==> config.mk <==
export PLATFORM = sky130hd
export DESIGN_NAME = port_b_pin_data_io
export DESIGN_NICKNAME = d
export VERILOG_FILES = /design/src/rtl/port_b_pin_data_pkg.sv /design/src/rtl/port_b_pin_data_io.sv /design/src/rtl/pin_sync.sv /design/src/rtl/pin_drive.sv
export VERILOG_INCLUDE_DIRS = /design/src /design/src/rtl
export SDC_FILE = /design/constraint.sdc
export NUM_CORES = 1
export LEC_CHECK = 0
export ABC_AREA = 1
export BUFFER_PORTS_ARGS = -buffer_cell sky130_fd_sc_hd__buf_2
export CAP_MARGIN = 25
export CORE_ASPECT_RATIO = 0.9
export CORE_MARGIN = 2
export CORE_UTILIZATION = 40
export CTS_BUF_LIST = sky130_fd_sc_hd__clkbuf_16
export DETAILED_ROUTE_END_ITERATION = 7
export PLACE_DENSITY_LB_ADDON = 0.1
export SETUP_SLACK_MARGIN = 0.02
export SLEW_MARGIN = 20
export SYNTH_ARGS = -nofsm -noshare
export SYNTH_HDL_FRONTEND = slang
export SYNTH_SLANG_ARGS = --single-unit
export TNS_END_PERCENT = 10
==> constraint.sdc <==
create_clock -name clock -period 1.6 [get_ports clock]
set_clock_uncertainty 0.15 [all_clocks]
set_input_delay 0.32 -clock clock [delete_from_list [all_inputs] [get_ports clock]]
set_output_delay 0.32 -clock clock [all_outputs]
set_load 0.01 [all_outputs]
==> src/rtl/port_b_pin_data_defines.svh <==
// Purpose: constants for the second general-purpose port
// Assumes: register indices are nine-bit core addresses
// Notes:   included by the port, synchroniser and driver modules
`ifndef PORT_B_PIN_DATA_DEFINES_SVH
`define PORT_B_PIN_DATA_DEFINES_SVH
`define ADDR_PORT_DATA      9'h006
`define ADDR_OPTION         9'h081
`define ADDR_DIRECTION      9'h086
`define ADDR_INT_CONTROL    9'h00B
`define RESET_OPTION        8'hFF
`define RESET_DIRECTION     8'hFF
`define RESET_BYTE_ZERO     8'h00
`define BIT_PULLUP_DIS_N    7
`define BIT_EXT_EDGE_SEL    6
`define BIT_CHANGE_FLAG     0
`define BIT_EXT_FLAG        1
`define BIT_PROG_PIN        3
`define CHANGE_LO           4
`define CHANGE_HI           7
`define SYNC_SETTLE         2'h3
`define RESET_SETTLE        2'h0
`endif

==> src/rtl/port_b_pin_data_pkg.sv <==
// Purpose: types for the second general-purpose port
// Assumes: nothing beyond the defines header
// Notes:   only types live here
`default_nettype none
package port_b_pin_data_pkg;
  typedef logic [7:0] byte_t;
  typedef enum logic [1:0]
  {
    ST_IDLE  = 2'b00,
    ST_MISM  = 2'b01,
    ST_AWAKE = 2'b11
  } change_e;
endpackage
`default_nettype wire

==> src/rtl/port_b_pin_data_io.sv <==
// Purpose: eight-bit general-purpose port with change and edge interrupts
// Assumes: register port with one-cycle read latency, inputs synchronous
// Notes:   flags set by hardware win over software clears
// Notes on behaviour
// - direction bit one tristates the pin driver
// - direction bit zero drives the output latch value
// - all pull-ups enabled by clearing option bit seven
// - pull-up off for any pin acting as output
// - option resets to all ones, pull-ups off
// - pins seven to four compared only when inputs
// - compare inputs against value latched at last data read or write
// - mismatches ORed set change flag bit zero of interrupt control
// - change interrupt wakes device from sleep
// - any data read or write refreshes compare latch
// - persisting mismatch keeps setting flag over clears
// - pin zero external interrupt, edge from option bit six
// - enabled peripheral overrides pin direction
// - direction resets to all ones on every reset
// - low-voltage programming default disables pin three output drive
// - data read returns pins, write updates output latch and compare latch
//
// Local design decision: the strobed register port.
`default_nettype none
`include "port_b_pin_data_defines.svh"
module port_b_pin_data_io
(
  input  wire logic       clock,
  input  wire logic       rst_n,
  input  wire logic [8:0] addr,
  input  wire logic [7:0] wdata,
  input  wire logic       wr,
  input  wire logic       rd,
  output var  logic [7:0] rdata,
  input  wire logic [7:0] pin_in,
  output var  logic [7:0] pin_out,
  output var  logic [7:0] pin_oe,
  output var  logic [7:0] pin_pullup,
  input  wire logic [7:0] periph_en,
  input  wire logic [7:0] periph_dir,
  input  wire logic [7:0] periph_out,
  input  wire logic       lvp_disable,
  input  wire logic       sleeping,
  output var  logic       wake,
  output var  logic       change_int_flag,
  output var  logic       ext_int_flag
);
  port_b_pin_data_pkg::byte_t latch_r, latch_nxt;
  port_b_pin_data_pkg::byte_t dir_r, dir_nxt;
  port_b_pin_data_pkg::byte_t opt_r, opt_nxt;
  port_b_pin_data_pkg::byte_t old_r, old_nxt;
  port_b_pin_data_pkg::byte_t rdata_nxt;
  port_b_pin_data_pkg::change_e state_r, state_nxt;
  logic             chg_r, chg_nxt;
  logic             ext_r, ext_nxt;
  logic             pin0_r, pin0_nxt;
  logic             wake_nxt;
  logic             lvp_r, lvp_nxt;
  logic [1:0]       settle_r, settle_nxt;
  logic [7:0]       pins;
  logic [3:0]       mism;
  logic             any_mism;
  logic             hit_data;
  logic             hit_opt;
  logic             hit_dir;
  logic             hit_int;
  logic             edge_hit;

  pin_sync u_sync
  (
    .clock        (clock),
    .rst_n        (rst_n),
    .pin_in       (pin_in),
    .pin_sync_out (pins)
  );

  pin_drive u_drive
  (
    .clock                 (clock),
    .rst_n                 (rst_n),
    .latch                 (latch_r),
    .direction             (dir_r),
    .periph_en             (periph_en),
    .periph_dir            (periph_dir),
    .periph_out            (periph_out),
    .pullup_disable_n      (opt_r[`BIT_PULLUP_DIS_N]),
    .low_voltage_prog_mode (lvp_r),
    .pin_out               (pin_out),
    .pin_oe                (pin_oe),
    .pin_pullup            (pin_pullup)
  );

  assign hit_data = (addr == `ADDR_PORT_DATA);
  assign hit_opt  = (addr == `ADDR_OPTION);
  assign hit_dir  = (addr == `ADDR_DIRECTION);
  assign hit_int  = (addr == `ADDR_INT_CONTROL);

  genvar g;
  generate
    for (g = `CHANGE_LO; g <= `CHANGE_HI; g++)
    begin : g_cmp
      logic eff_in;
      assign eff_in = periph_en[g] ? periph_dir[g] : dir_r[g];
      assign mism[g - `CHANGE_LO] = eff_in && (pins[g] != old_r[g]);
    end
  endgenerate

  assign any_mism = |mism;

  // edges are ignored until the synchroniser and the previous-level flop
  // hold real pin levels, so a pin that is high out of reset is no edge
  assign edge_hit = (settle_r == `SYNC_SETTLE) &&
                    (opt_r[`BIT_EXT_EDGE_SEL] ? (pins[0] && !pin0_r)
                                              : (!pins[0] && pin0_r));

  // software-visible registers and the change compare latch
  always_comb
  begin
    latch_nxt = latch_r;
    dir_nxt   = dir_r;
    opt_nxt   = opt_r;
    old_nxt   = old_r;
    if (wr && hit_data)
    begin
      latch_nxt = wdata;
    end
    if (wr && hit_opt)
    begin
      opt_nxt = wdata;
    end
    if (wr && hit_dir)
    begin
      dir_nxt = wdata;
    end
    if ((wr || rd) && hit_data)
    begin
      old_nxt = pins;
    end
  end

  always_ff @(posedge clock or negedge rst_n)
  begin
    if (!rst_n)
    begin
      latch_r <= `RESET_BYTE_ZERO;
      dir_r   <= `RESET_DIRECTION;
      opt_r   <= `RESET_OPTION;
      old_r   <= `RESET_BYTE_ZERO;
    end
    else
    begin
      latch_r <= latch_nxt;
      dir_r   <= dir_nxt;
      opt_r   <= opt_nxt;
      old_r   <= old_nxt;
    end
  end

  // interrupt flags: a hardware set in the same cycle beats a software clear
  always_comb
  begin
    chg_nxt    = chg_r;
    ext_nxt    = ext_r;
    pin0_nxt   = pins[0];
    settle_nxt = settle_r;
    if (settle_r != `SYNC_SETTLE)
    begin
      settle_nxt = settle_r + 2'h1;
    end
    if (wr && hit_int)
    begin
      chg_nxt = wdata[`BIT_CHANGE_FLAG];
      ext_nxt = wdata[`BIT_EXT_FLAG];
    end
    if (any_mism)
    begin
      chg_nxt = 1'b1;
    end
    if (edge_hit)
    begin
      ext_nxt = 1'b1;
    end
  end

  always_ff @(posedge clock or negedge rst_n)
  begin
    if (!rst_n)
    begin
      chg_r           <= 1'b0;
      ext_r           <= 1'b0;
      pin0_r          <= 1'b0;
      settle_r        <= `RESET_SETTLE;
      change_int_flag <= 1'b0;
      ext_int_flag    <= 1'b0;
    end
    else
    begin
      chg_r           <= chg_nxt;
      ext_r           <= ext_nxt;
      pin0_r          <= pin0_nxt;
      settle_r        <= settle_nxt;
      change_int_flag <= chg_nxt;
      ext_int_flag    <= ext_nxt;
    end
  end

  // low-voltage programming mode clears once and stays clear until reset
  always_comb
  begin
    lvp_nxt = lvp_r && !lvp_disable;
  end

  always_ff @(posedge clock or negedge rst_n)
  begin
    if (!rst_n)
    begin
      lvp_r <= 1'b1;
    end
    else
    begin
      lvp_r <= lvp_nxt;
    end
  end

  // read data stand only in the cycle after the strobe, zero otherwise
  always_comb
  begin
    rdata_nxt = `RESET_BYTE_ZERO;
    if (rd)
    begin
      if (hit_data)
      begin
        rdata_nxt = pins;
      end
      else if (hit_opt)
      begin
        rdata_nxt = opt_r;
      end
      else if (hit_dir)
      begin
        rdata_nxt = dir_r;
      end
      else if (hit_int)
      begin
        rdata_nxt[`BIT_CHANGE_FLAG] = chg_r;
        rdata_nxt[`BIT_EXT_FLAG]    = ext_r;
      end
    end
  end

  always_ff @(posedge clock or negedge rst_n)
  begin
    if (!rst_n)
    begin
      rdata <= `RESET_BYTE_ZERO;
    end
    else
    begin
      rdata <= rdata_nxt;
    end
  end

  // wake follows sleep once a pin mismatch is seen while sleeping: it is registered and drops in the cycle after sleeping falls
  always_comb
  begin
    state_nxt = state_r;
    wake_nxt  = 1'b0;
    case (state_r)
      port_b_pin_data_pkg::ST_IDLE:
        if (any_mism)
        begin
          state_nxt = port_b_pin_data_pkg::ST_MISM;
        end
      port_b_pin_data_pkg::ST_MISM:
        if (sleeping)
        begin
          state_nxt = port_b_pin_data_pkg::ST_AWAKE;
        end
        else if (!any_mism)
        begin
          state_nxt = port_b_pin_data_pkg::ST_IDLE;
        end
      port_b_pin_data_pkg::ST_AWAKE:
      begin
        wake_nxt = sleeping;
        if (!sleeping)
        begin
          state_nxt = any_mism ? port_b_pin_data_pkg::ST_MISM : port_b_pin_data_pkg::ST_IDLE;
        end
      end
      default:
        state_nxt = port_b_pin_data_pkg::ST_IDLE;
    endcase
  end

  always_ff @(posedge clock or negedge rst_n)
  begin
    if (!rst_n)
    begin
      state_r <= port_b_pin_data_pkg::ST_IDLE;
      wake    <= 1'b0;
    end
    else
    begin
      state_r <= state_nxt;
      wake    <= wake_nxt;
    end
  end
endmodule // port_b_pin_data_io
`default_nettype wire

==> src/rtl/pin_sync.sv <==
// Purpose: two-flop synchroniser per pin
// Assumes: single clock
// Notes:   first stage is read only by the second
`default_nettype none
`include "port_b_pin_data_defines.svh"
module pin_sync
(
  input  wire logic       clock,
  input  wire logic       rst_n,
  input  wire logic [7:0] pin_in,
  output var  logic [7:0] pin_sync_out
);
  logic [7:0] meta_r;
  logic [7:0] meta_nxt;
  logic [7:0] sync_nxt;

  always_comb
  begin
    meta_nxt = pin_in;
    sync_nxt = meta_r;
  end

  always_ff @(posedge clock or negedge rst_n)
  begin
    if (!rst_n)
    begin
      meta_r       <= `RESET_BYTE_ZERO;
      pin_sync_out <= `RESET_BYTE_ZERO;
    end
    else
    begin
      meta_r       <= meta_nxt;
      pin_sync_out <= sync_nxt;
    end
  end
endmodule // pin_sync
`default_nettype wire

==> src/rtl/pin_drive.sv <==
// Purpose: per-pin driver, enable and pull-up control
// Assumes: overrides come from sharing peripherals
// Notes:   registered outputs
`default_nettype none
`include "port_b_pin_data_defines.svh"
module pin_drive
(
  input  wire logic       clock,
  input  wire logic       rst_n,
  input  wire logic [7:0] latch,
  input  wire logic [7:0] direction,
  input  wire logic [7:0] periph_en,
  input  wire logic [7:0] periph_dir,
  input  wire logic [7:0] periph_out,
  input  wire logic       pullup_disable_n,
  input  wire logic       low_voltage_prog_mode,
  output var  logic [7:0] pin_out,
  output var  logic [7:0] pin_oe,
  output var  logic [7:0] pin_pullup
);
  logic [7:0] out_nxt;
  logic [7:0] oe_nxt;
  logic [7:0] pu_nxt;
  logic [7:0] eff_dir;
  logic [7:0] blocked;

  genvar g;
  generate
    for (g = 0; g < 8; g++)
    begin : g_pin
      assign eff_dir[g] = periph_en[g] ? periph_dir[g] : direction[g];
      assign blocked[g] = (g == `BIT_PROG_PIN) && low_voltage_prog_mode;
    end
  endgenerate

  always_comb
  begin
    out_nxt = (periph_en & periph_out) | (~periph_en & latch);
    oe_nxt  = ~eff_dir & ~blocked;
    pu_nxt  = {8{!pullup_disable_n}} & eff_dir;
  end

  always_ff @(posedge clock or negedge rst_n)
  begin
    if (!rst_n)
    begin
      pin_out    <= `RESET_BYTE_ZERO;
      pin_oe     <= `RESET_BYTE_ZERO;
      pin_pullup <= `RESET_BYTE_ZERO;
    end
    else
    begin
      pin_out    <= out_nxt;
      pin_oe     <= oe_nxt;
      pin_pullup <= pu_nxt;
    end
  end
endmodule // pin_drive
`default_nettype wire

==> flow_metrics.tcl <==
set metrics [dict create \
    fin_setup_tns_ns 0 \
    hold_viol 0 \
    io_pins 90 \
    crit_fanout 2 \
    hp-class "in2reg" \
    fmax_mhz 678 \
    slowest_stage "dfstp_2" \
    die_w_um 103 \
    netSwitchingFraction_pct 21.9 \
    p_per_area_nw_per_um2 1050 \
    combPwrFrac_pct 7.7 \
    drtIter0Drc 102 \
    area_growth_pct 31.3 \
    die_y_um 92.8 \
    vias_per_cell 4.24 \
    dp_cells 559 \
    reg2regPathDepth 6 \
    seqPwrFrac_pct 47.2 \
    r2r_slack_ns 0.13 \
    required_ns 1.72 \
    grt-ovfl-total 0 \
    rr_endpoint "chg_r" \
    maxCapViolCount 0 \
    min-delay-start "periph_dir[2]" \
    p_leak_nw 2.35 \
    diodes 0 \
    ir_worst_vdd_uv 719 \
    synth.ff_latch_count 85 \
    regArea_um2 2150 \
    whs_ns 0.0299 \
    ys_seq_area_share_pct 61.3 \
    grt_usage_pct 15.9 \
    endpoint_kind "register" \
    grt_max_degree 35 \
    tightest_slew_ns 0.384 \
    cts_htree_levels 3 \
    clockPowerShare_pct 45.1 \
    final-max-slew-violation-count 0 \
    dieArea_um2 9530 \
    cts_buffers 9 \
    crit_top_cell "nand2_1" \
    synth_fp_nets 401 \
    final_nets 517 \
    final_common_cell "nand2_1" \
    outcome "completed" \
    drt_pre_antenna_iters 4 \
    start_util_pct 41.1 \
    grt_pass1_wl_mm 11.6 \
    vias 2483 \
    synth_cell_types 26 \
    cp_slowest_stage_delay_ns 0.53 \
    crit_chain "inv_1 > o21ai_0 > nand2_1 > nand2_1 > nor2_1 > nand3_1" \
    rsz0062_at_grt "false" \
    cts_root_buf "clkbuf_16" \
    insertion_delay_ns 0.33 \
    worstPathArrival_ns 1.59 \
    drc 0 \
    netlist_instances 345 \
    final_cell_mix "94 x nand2_1, 88 x buf_2, 68 x dfrtp_1" \
    final_cells 585 \
    num_rows 32 \
    p_sw_mw 1.05 \
    criticalPathCategory "reg2reg" \
    core_um2 8530 \
    avgSynthCellArea_um2 10.2 \
    antenna_left 0 \
    ys_warn_count 0 \
    p_int_mw 3.76 \
    port_buffers 89 \
    hold_end "u_drive.pin_oe[2]" \
    timing.rr.start "dir_r[7]" \
    grt_pass1_vias 2413 \
    period_share_pct 92.1 \
    timing.slew.headroom_pct 74.1 \
    worst_setup_path_start_kind "register" \
    clock_sinks 85 \
    hold_depth 2 \
    clk_pin_slew_ns 0.06 \
    tritoncts "done" \
    hpwl_mm 5.26 \
    wl_per_cell_um 12.0 \
    setup_viol 0 \
    antenna_found_initial 0 \
    clk_path_buf_depth 2 \
    synthesis.area_um2 3510 \
    multiInputGateArea_um2 1150 \
    final.fill_count 792 \
    period_minus_slack_ns 1.47 \
    drive_gt1_share_pct 40.6 \
    place.gp.congestion 0.821 \
    wl_mm 7.03 \
]
## worst max path at each step
stage,from,to,cells past startpoint
after detailed placement,addr[3],latch_r[5],9
after global placement,addr[3],latch_r[1],9
after floorplan,addr[5],dir_r[6],7
after CTS,dir_r[7],chg_r,6
after global routing,dir_r[7],chg_r,6
final,dir_r[7],chg_r,6
## Yosys cell counts (all sizes together)
library cell  instances  area share, %
o211ai                1           0.21
mux2i                 2           0.57
buf                   4            1.2
a21oi                 1           0.14
nand2               103             12
dfrtp                68             49
mux2                  9            2.9
o21ai                35            7.6
nor2                 39            5.1
clkinv                1           0.14
xnor2                 1           0.25
dfstp                17             13
ha                    1           0.36
inv                  42            4.5
xor2                  2           0.50
nand3                18            3.0
o21bai                1           0.21
## critical path, delay by kind of cell (launching register included)
kind	cells	cell delay, ns
buffers and inverters	1	0.06
AO/OA/AOI/OAI	1	0.33
flip-flops	1	0.53
AND/OR/NAND/NOR	4	0.33
## through the flow
stage	power [mW]	setup WS (ns)	utilization (%)	cell area, µm²
finish	4.82	0.126	54.0	4600
global route	5.03	0.0529	54.0	4600
CTS	4.89	0.111	54.0	4600
detailed placement	2.67	0.0113	49.1	4190
global placement	2.67	0.0348	49.1	4190
floorplan	2.46	0.243	-	3510
## cells by family after synthesis
group / after synthesis / share of synthesized area (%)
AND/OR/NAND/NOR: 160 / 20.2
flip-flops: 85 / 61.3
buffers and inverters: 47 / 5.82
AO/OA/AOI/OAI: 38 / 8.14
multiplexers: 11 / 3.46
XOR/XNOR: 3 / 0.750
adder cells (fa/ha/maj): 1 / 0.357
## area by class of cell
cell class / count / area share, %
multi-input combinational: 213 / 25.1
timing repair buffer: 109 / 14.6
inverter: 43 / 3.53
clock buffer: 9 / 4.89
clock inverter: 7 / 1.98
sequential: 85 / 46.7
tap: 119 / 3.23
## routing by layer
layer	wire length (µm)	vias up	global-route usage, %
met1	3480	1105	22.4
met5	0	-	0
met3	369	8	3.70
li1	-	1304	-
met4	96	0	4.67
met2	3080	66	24.6
## power by group through the flow
stage	Combinational, mW	Sequential [mW]	Clock, mW
after floorplan	0.136	2.32	0
after global placement	0.355	2.31	0
after detailed placement	0.359	2.31	0
after CTS	0.379	2.27	2.23
after global routing	0.421	2.28	2.33
final	0.371	2.27	2.17
## repair_timing
item                      in CTS  in global routing
hold buffers                  10                  0
buffers inserted               0                  0
resized for setup              0                  0
hold endpoints to repair      25                  0
No activity file was read; power rests on OpenSTA's default activity.
